## config.mk

```make
export PLATFORM = sky130hd
export DESIGN_NAME = domain_soft_reset_control
export DESIGN_NICKNAME = d
export VERILOG_FILES = /design/src/hw/soft_reset_pkg.sv /design/src/hw/avmm_slave_port.sv /design/src/hw/domain_release_sync.sv /design/src/hw/domain_soft_reset_control.sv
export VERILOG_INCLUDE_DIRS = /design/src /design/src/hw
export SDC_FILE = /design/constraint.sdc
export NUM_CORES = 1
export LEC_CHECK = 0
export BUFFER_PORTS_ARGS = -buffer_cell sky130_fd_sc_hd__buf_2
export CORE_MARGIN = 4
export CORE_UTILIZATION = 53
export CTS_CLUSTER_SIZE = 28
export DETAILED_ROUTE_END_ITERATION = 16
export PLACE_DENSITY = 0.92
export SYNTH_ARGS = -nofsm -noshare
export SYNTH_HDL_FRONTEND = slang
export SYNTH_SLANG_ARGS = --single-unit
```

## constraint.sdc

```tcl
create_clock -name clk_sys -period 1.6 [get_ports clk_sys]
set_input_delay 0.32 -clock clk_sys [delete_from_list [all_inputs] [get_ports clk_sys]]
set_output_delay 0.32 -clock clk_sys [all_outputs]
set_load 0.02 [all_outputs]
```

## src/hw/soft_reset_defs.svh

```systemverilog
`ifndef SOFT_RESET_DEFS_SVH
`define SOFT_RESET_DEFS_SVH

// ----------------------------------------------------------------
// register map (byte addresses)
// ----------------------------------------------------------------
`define ADDR_W            8
`define DATA_W            32
`define PF_CTRL_OFS       8'h80
`define ENG_CTRL_OFS      8'h84

// ----------------------------------------------------------------
// field layout
// ----------------------------------------------------------------
`define PF_REG_W          7
`define PF_DOM_N          6
`define PF_SPARE_BIT      6
`define ENG_REG_W         2
`define ENG_DOM_N         2
`define DOM_N             8
`define PF_CTRL_RST       7'h00
`define ENG_CTRL_RST      2'h0
`define WORD_ZERO         32'h0000_0000

// ----------------------------------------------------------------
// timing
// ----------------------------------------------------------------
`define CLK_SYS_MHZ       25
`define GATED_WAIT_NS     1000
`define GATED_WAIT_CYC    ((`GATED_WAIT_NS * `CLK_SYS_MHZ + 999) / 1000)
`define WAIT_CNT_W        5

`endif

```

## src/hw/soft_reset_pkg.sv

```systemverilog
package soft_reset_pkg;
  `include "soft_reset_defs.svh"

  typedef logic [`ADDR_W-1:0]  bus_addr_t;
  typedef logic [`DATA_W-1:0]  bus_word_t;
  typedef logic [3:0]          bus_be_t;
  typedef logic [`PF_DOM_N-1:0]  pf_dom_t;
  typedef logic [`ENG_DOM_N-1:0] eng_dom_t;

  typedef enum logic [1:0] {
    SEL_NONE = 2'b00,
    SEL_PF   = 2'b01,
    SEL_ENG  = 2'b10
  } reg_sel_t;

  typedef struct packed {
    logic waitrequest;
  } slave_state_t;

  typedef struct packed {
    logic                  rst_active;
    logic                  clk_prev;
    logic [`WAIT_CNT_W-1:0] wait_cnt;
  } release_state_t;

  typedef struct packed {
    logic [`PF_REG_W-1:0]  pf_ctrl;
    logic [`ENG_REG_W-1:0] eng_ctrl;
    bus_word_t             readdata;
  } ctrl_state_t;
endpackage : soft_reset_pkg

```

## src/hw/avmm_slave_port.sv

```systemverilog
`timescale 1ns/1ps
module avmm_slave_port (
  // clock and reset
  input  wire logic clk_sys,
  input  wire logic rst_b,
  // bus request
  input  wire logic read,
  input  wire logic write,
  // answer
  output logic      waitrequest,
  output logic      commit
);
  import soft_reset_pkg::*;

  slave_state_t st;
  slave_state_t next_st;

  // ----------------------------------------------------------------
  // one wait cycle, then the request completes on the next edge
  // ----------------------------------------------------------------
  always_comb begin
    next_st = st;
    if (st.waitrequest) begin
      if (read || write) begin
        next_st.waitrequest = 1'b0;
      end
    end else begin
      next_st.waitrequest = 1'b1;
    end
  end

  always_ff @(posedge clk_sys or negedge rst_b) begin
    if (!rst_b) begin
      st.waitrequest <= 1'b1;
    end else begin
      st <= next_st;
    end
  end

  assign waitrequest = st.waitrequest;
  // completion edge: master sees waitrequest low here
  assign commit      = (read || write) && !st.waitrequest;
endmodule : avmm_slave_port

```

## src/hw/domain_release_sync.sv

```systemverilog
`timescale 1ns/1ps
`include "soft_reset_defs.svh"
module domain_release_sync (
  // clock and reset
  input  wire logic clk_sys,
  input  wire logic rst_b,
  // control
  input  wire logic reset_req,
  input  wire logic dom_clk,
  // domain reset
  output logic      dom_reset
);
  import soft_reset_pkg::*;

  release_state_t st;
  release_state_t next_st;
  logic           clk_rise;

  assign clk_rise = dom_clk && !st.clk_prev;

  // ----------------------------------------------------------------
  // assert on request, release on a domain clock edge or on timeout
  // ----------------------------------------------------------------
  // the timeout lets a gated domain leave reset; without it a
  // stopped clock would hold the domain in reset forever
  always_comb begin
    next_st          = st;
    next_st.clk_prev = dom_clk;
    if (reset_req) begin
      next_st.rst_active = 1'b1;
      next_st.wait_cnt   = '0;
    end else if (st.rst_active) begin
      if (clk_rise) begin
        next_st.rst_active = 1'b0;
      end else if (st.wait_cnt == `WAIT_CNT_W'(`GATED_WAIT_CYC - 1)) begin
        next_st.rst_active = 1'b0;
      end else begin
        next_st.wait_cnt = st.wait_cnt + `WAIT_CNT_W'(1);
      end
    end
  end

  always_ff @(posedge clk_sys or negedge rst_b) begin
    if (!rst_b) begin
      st <= '0;
    end else begin
      st <= next_st;
    end
  end

  assign dom_reset = st.rst_active;
endmodule : domain_release_sync

```

## src/hw/domain_soft_reset_control.sv

```systemverilog
// Contract
// (RL1) a one written to a domain bit asserts that domain's reset at the write edge, no domain clock needed.
// (RL2) a zero written to a domain bit removes that reset; the stored bit alone decides it.
// (RL3) release follows the domain clock and still completes when that clock is gated off.
// (RL4) a set bit never clears itself; firmware must write it back to zero.
// (RL5) each domain has its own reset output and bit; fabric register at 0x080 uses bits 6:0.
// (RL6) fabric bit 6 is plain storage, resets to zero and drives no reset.
// (RL7) engine register at 0x084 holds reset bits 1 and 0; bits 31:2 reserved.
// (RL8) reserved bits read zero and ignore writes; all reset bits power up cleared.
//
// Decided for this implementation: the Avalon-MM register port.
`timescale 1ns/1ps
`include "soft_reset_defs.svh"
module domain_soft_reset_control (
  // clock and reset
  input  wire logic                     clk_sys,
  input  wire logic                     rst_b,
  // avalon-mm slave
  input  wire soft_reset_pkg::bus_addr_t address,
  input  wire logic                     read,
  input  wire logic                     write,
  input  wire soft_reset_pkg::bus_be_t   byteenable,
  input  wire soft_reset_pkg::bus_word_t writedata,
  output soft_reset_pkg::bus_word_t      readdata,
  output logic                          waitrequest,
  // peripheral fabric domains
  input  wire soft_reset_pkg::pf_dom_t   pf_domain_clk,
  output soft_reset_pkg::pf_dom_t        pf_domain_reset,
  // sensor processing engine domains
  input  wire soft_reset_pkg::eng_dom_t  engine_domain_clk,
  output soft_reset_pkg::eng_dom_t       engine_domain_reset
);
  import soft_reset_pkg::*;

  ctrl_state_t st;
  ctrl_state_t next_st;
  logic        commit;
  reg_sel_t    sel;
  logic [`DOM_N-1:0] dom_req;
  logic [`DOM_N-1:0] dom_clk;
  logic [`DOM_N-1:0] dom_reset;

  localparam int REL_MAX_CYC = `GATED_WAIT_CYC + 1;

  // ----------------------------------------------------------------
  // address decode
  // ----------------------------------------------------------------
  function automatic reg_sel_t reg_select(input bus_addr_t addr);
    reg_select = SEL_NONE;
    if (addr == `PF_CTRL_OFS) begin
      reg_select = SEL_PF;
    end else if (addr == `ENG_CTRL_OFS) begin
      reg_select = SEL_ENG;
    end
  endfunction : reg_select

  function automatic bus_word_t read_value(input reg_sel_t s,
                                           input ctrl_state_t c);
    read_value = `WORD_ZERO;
    unique case (s)
      SEL_PF: begin
        read_value[`PF_REG_W-1:0] = c.pf_ctrl; // RL8
      end
      SEL_ENG: begin
        read_value[`ENG_REG_W-1:0] = c.eng_ctrl; // RL8
      end
      default: begin
        read_value = `WORD_ZERO;
      end
    endcase
  endfunction : read_value

  assign sel = reg_select(address);

  // ----------------------------------------------------------------
  // bus handshake
  // ----------------------------------------------------------------
  avmm_slave_port u_slave (
    .clk_sys     (clk_sys),
    .rst_b       (rst_b),
    .read        (read),
    .write       (write),
    .waitrequest (waitrequest),
    .commit      (commit)
  );

  // ----------------------------------------------------------------
  // control registers
  // ----------------------------------------------------------------
  // bits change only on a bus write, so a set bit stays set
  // readdata is loaded while read is high, so the answer stands from the edge
  // that drops waitrequest and is cleared once read drops
  always_comb begin
    next_st          = st;
    next_st.readdata = `WORD_ZERO;
    if (read) begin
      next_st.readdata = read_value(sel, st);
    end
    if (commit && write && byteenable[0]) begin
      unique case (sel)
        SEL_PF: begin
          next_st.pf_ctrl = writedata[`PF_REG_W-1:0]; // RL1 RL2 RL5
        end
        SEL_ENG: begin
          next_st.eng_ctrl = writedata[`ENG_REG_W-1:0]; // RL1 RL2 RL7
        end
        default: begin
          next_st = next_st; // RL8
        end
      endcase
    end
  end

  always_ff @(posedge clk_sys or negedge rst_b) begin
    if (!rst_b) begin
      st.pf_ctrl  <= `PF_CTRL_RST; // RL8
      st.eng_ctrl <= `ENG_CTRL_RST; // RL8
      st.readdata <= `WORD_ZERO;
    end else begin
      st <= next_st; // RL4
    end
  end

  assign readdata = st.readdata;

  // ----------------------------------------------------------------
  // per-domain reset generation
  // ----------------------------------------------------------------
  // the next bit value is fed forward so the output rises on the
  // very edge that stores the bit; the spare bit 6 is not wired
  // domain clocks are sampled by clk_sys: one faster than half of
  // clk_sys can slip edges, and its domain then leaves on the timeout
  assign dom_req = {next_st.eng_ctrl, next_st.pf_ctrl[`PF_DOM_N-1:0]}; // RL6
  assign dom_clk = {engine_domain_clk, pf_domain_clk};

  generate
    for (genvar d = 0; d < `DOM_N; d++) begin : g_dom
      domain_release_sync u_sync (
        .clk_sys   (clk_sys),
        .rst_b     (rst_b),
        .reset_req (dom_req[d]), // RL1
        .dom_clk   (dom_clk[d]), // RL3
        .dom_reset (dom_reset[d])
      );
    end
  endgenerate

  assign pf_domain_reset     = dom_reset[`PF_DOM_N-1:0]; // RL5
  assign engine_domain_reset = dom_reset[`DOM_N-1:`PF_DOM_N]; // RL5

  // ----------------------------------------------------------------
  // per-domain checks
  // ----------------------------------------------------------------
  // same checks on every dom_req and dom_reset bit; they stop before the output slices,
  // so a slip in the pf_domain_reset or engine_domain_reset wiring is not seen here
  generate
    for (genvar k = 0; k < `DOM_N; k++) begin : g_chk

    end
  endgenerate
endmodule : domain_soft_reset_control

```

==> results by group <==
Status
  • Status: finished, final reports clean

Logic synthesis
  • Synth unique cells: 25
  • Ys Warns: 0
  • Cell area after synthesis: ~3700 µm²
  • Gate count after technology mapping: 325
  • Synth Area per Inst: between 10 and 15 µm²
  • Sequential area share after synthesis: between 40% and 50%
  • Synth Register Bits: 73

Placement
  • Port buffer count: 43
  • Placer Congestion: 0.796
  • Placed Cells: around 450
  • Dpl hpwl: 4740 µm
  • Placed instance area: about 3900 µm²

CTS
  • Clock Path Buffers: 2
  • Worst-Skew Late Latency: 340 ps
  • Htree depth: 3
  • CTS tree: built
  • Root Driver: clkbuf_8
  • Num CTS Buffers: 9
  • Clock slew at reported path FFs: ~70 ps
  • Clk sinks: 73

Floorplan
  • Initial Util: about 54%
  • Rows: 30
  • CORE AREA: 6790 µm²
  • Die ar.: approximately 8400 µm²
  • Io pins: slightly below 100
  • Die X: 91.5 µm
  • Die Ht: approximately 90 µm

Pwr
  • P per Cell Area: approximately 1200 nW/µm²
  • Sw power: around 1.5 mW
  • P_int: roughly 3.4 mW
  • Switch share: 30.5%
  • Peak supply drop: between 500 and 600 µV
  • Leak: around 2.2 nW
  • Sequential power share: about 50%
  • Clock Power Share: between 20% and 30%
  • Combinational share of power: between 20% and 30%

Global routing
  • Largest net degree at the start of global routing: 74
  • Gr ovfl total: 0
  • Vias in the first global route: about 2300
  • First-pass GRT wire length: between 10000 and 15000 µm
  • Total track usage: around 17%
  • Initial antenna violation count: 0

STA
  • Final hold vios: 0
  • Hold Slack: about 100 ps
  • FMAX: ~0.63 GHz
  • RSZ-0062 raised after global routing: yes
  • Setup Skew: 7.16 ps
  • Pins Over Slew Limit: 0
  • Fin crit share: between 90% and 100%
  • Tmin final: 1580 ps
  • Final setup vio count: 0
  • Sum of negative setup slack: 0 ps

Cells and area
  • Diodes inserted: 0
  • Layout fillers: 544
  • Sequential Area: 1830 µm²
  • Post-Layout Cell Count: 472
  • Final instance area: a little over 4000 µm²
  • Area of the multi-input gates: between 1500 and 2000 µm²
  • Area delta synth->final: 11.1%
  • Share of cells above drive strength 1: a little under a quarter
  • Final layout net count: roughly 440

Worst setup path
  • Worst path arrival time: around 1800 ps
  • CP endpoint kind: flip-flop
  • Req. time, crit path: roughly 1800 ps
  • Worst-path fanout max: 7
  • Worst setup SP type: flip-flop
  • Crit Path Category: reg -> reg

Routing
  • Vias: about 2300
  • Routed wire length: approximately 6500 µm
  • DR pass1 iterations: 4
  • Post-DRT Antenna Nets: 0
  • Via density per instance: between 4 and 5
  • DR iter-0 viols: a little under 100
  • Avg WL per Cell: 13.7 µm
  • # DRC: 0

Job
  • Max Cap Viol: 0

Min path
  • Min-delay worst type: in -> reg
worst max-delay path, stage by stage, from the launching register on:
cell,delay (ps)
dfstp_2,550
and4bb_2,250
nand3_4,150
mux2_4,360
nand2b_4,140
power groups by stage:
stage	sequential [mW]	combinational [mW]	clock [mW]
6_report	2.41	1.06	1.40
5_1_grt	2.46	1.23	1.53
4_1_cts	2.40	1.07	1.44
3_5_place_dp	2.44	1.06	0
3_3_place_gp	2.41	0.968	0
2_1_floorplan	2.38	0.841	0
final timing paths:
check | start | end | slack, ps | depth (start not counted)
worst min-delay path | pf_domain_clk[0] | g_dom[0].u_sync.st[5]$_DFF_PN0_ | 100 | 1
worst max-delay path | u_slave.waitrequest$_DFF_PN1_ | g_dom[2].u_sync.dom_reset$_DFF_PN0_ | 20 | 4
worst max register to register | u_slave.waitrequest$_DFF_PN1_ | g_dom[2].u_sync.dom_reset$_DFF_PN0_ | 20 | 4
max in group asynchronous | rst_b | u_slave.waitrequest$_DFF_PN1_ | 730 | 3
worst min register to register | st[40]$_DFFE_PN0P_ | readdata[6]$_DFF_PN0_ | 480 | 1
min in group asynchronous | rst_b | g_dom[7].u_sync.st[0]$_DFFE_PN0P_ | 520 | 3
registers in the layout, summed over array words and instances (netlist names):
register / count
g_dom.u_sync.dom_reset: 8
readdata: 7
g_dom.u_sync.st: 48
u_slave.waitrequest: 1
st: 9
kinds of logic (layout without fill, tap and decap cells):
family	Yosys count	count (layout)	share of synthesized area (%)
simple gates	127	127	21.2
flops	73	73	49.5
buf+inv	56	83	9.76
xor+xnor	32	32	7.59
mux	19	19	6.27
fa+ha+maj	16	16	5.42
other cells	1	25	0.102
compound gates	1	1	0.135
through the flow:
stage | utilization, % | worst slack (ps) | power (mW)
after floorplan | - | 34.9 | 3.22
after global placement | 56.9 | -102 | 3.37
after detailed placement | 56.9 | -130 | 3.50
after CTS | 59.8 | 1.22 | 4.91
after global routing | 60.4 | -23.3 | 5.22
final | 60.4 | 22.6 | 4.86
per-layer routing:
| metal | vias up | wire, µm | GRT usage [%] |
|---|---|---|---|
| met4 | 0 | 89 | 6.28 |
| met2 | 56 | 3230 | 26.2 |
| met3 | 9 | 355 | 5.14 |
| li1 | 1105 | - | - |
| met1 | 1100 | 2800 | 21.4 |
| met5 | - | 0 | 0 |
area by class of cell:
| cell class | count | share of cell area, % |
|---|---|---|
| clock buffers | 13 | 3.63 |
| inverters | 16 | 1.46 |
| multi-input cells | 220 | 39.4 |
| well taps | 96 | 2.93 |
| flip-flops and latches | 73 | 44.6 |
| clock inverters | 3 | 0.976 |
| repair buffers | 51 | 7.08 |
cells in the mapped netlist:
cell      count  share of area [%]
dfstp_2       1               0.71
nand3_4       1               0.47
ha_1         16                5.4
xor2_1       24                5.7
nor2_1       43                4.4
conb_1        1               0.10
nand4_1      24                4.1
nor3_2        1               0.27
xnor2_1       8                1.9
nand4b_1      8                1.9
o21ai_0       1               0.14
nand3_1       9                1.2
nand2b_4      6                2.2
inv_1        16                1.6
buf_4        40                8.1
dfrtp_1      72                 49
and2_1       20                3.4
mux2_4        8                3.3
and3_1        2               0.34
and4bb_2      1               0.34
mux2i_1      10                2.7
nand2b_1     10                1.7
mux2_2        1               0.30
nor4b_4       1               0.64
and4b_1       1               0.27
placed cells by master (no fill, tap or decap):
cell and n:
dfrtp_1 72, nor2_1 43, buf_2 43, conb_1 25, nand4_1 24, xor2_1 24, and2_1 20, inv_1 16
ha_1 16, mux2i_1 10, clkbuf_8 10, nand3_1 9, mux2_4 8, nand2b_1 8, nand4b_1 8, nand2b_4 8
xnor2_1 8, buf_4 6, clkbuf_1 3, clkinv_2 2, and4bb_2 1, nor4b_4 1, nor3_2 1, nand3_4 1
and4b_1 1, and3_4 1, o21ai_0 1, mux2_2 1, and3_1 1, bufinv_16 1, dlygate4sd3_1 1, buf_12 1
dfstp_2 1
what timing repair did:
| action | 4_1_cts | 5_1_grt |
|---|---|---|
| setup endpoints to repair | 7 | 15 |
| resized for setup | 0 | 4 |
| buffers inserted | 1 | 1 |
| pin swaps | 0 | 1 |
| endpoints found under the hold margin | 0 | 2 |
| hold buffers | 0 | 1 |
| gates cloned | 0 | 0 |
(Power assumes the default switching activity.)
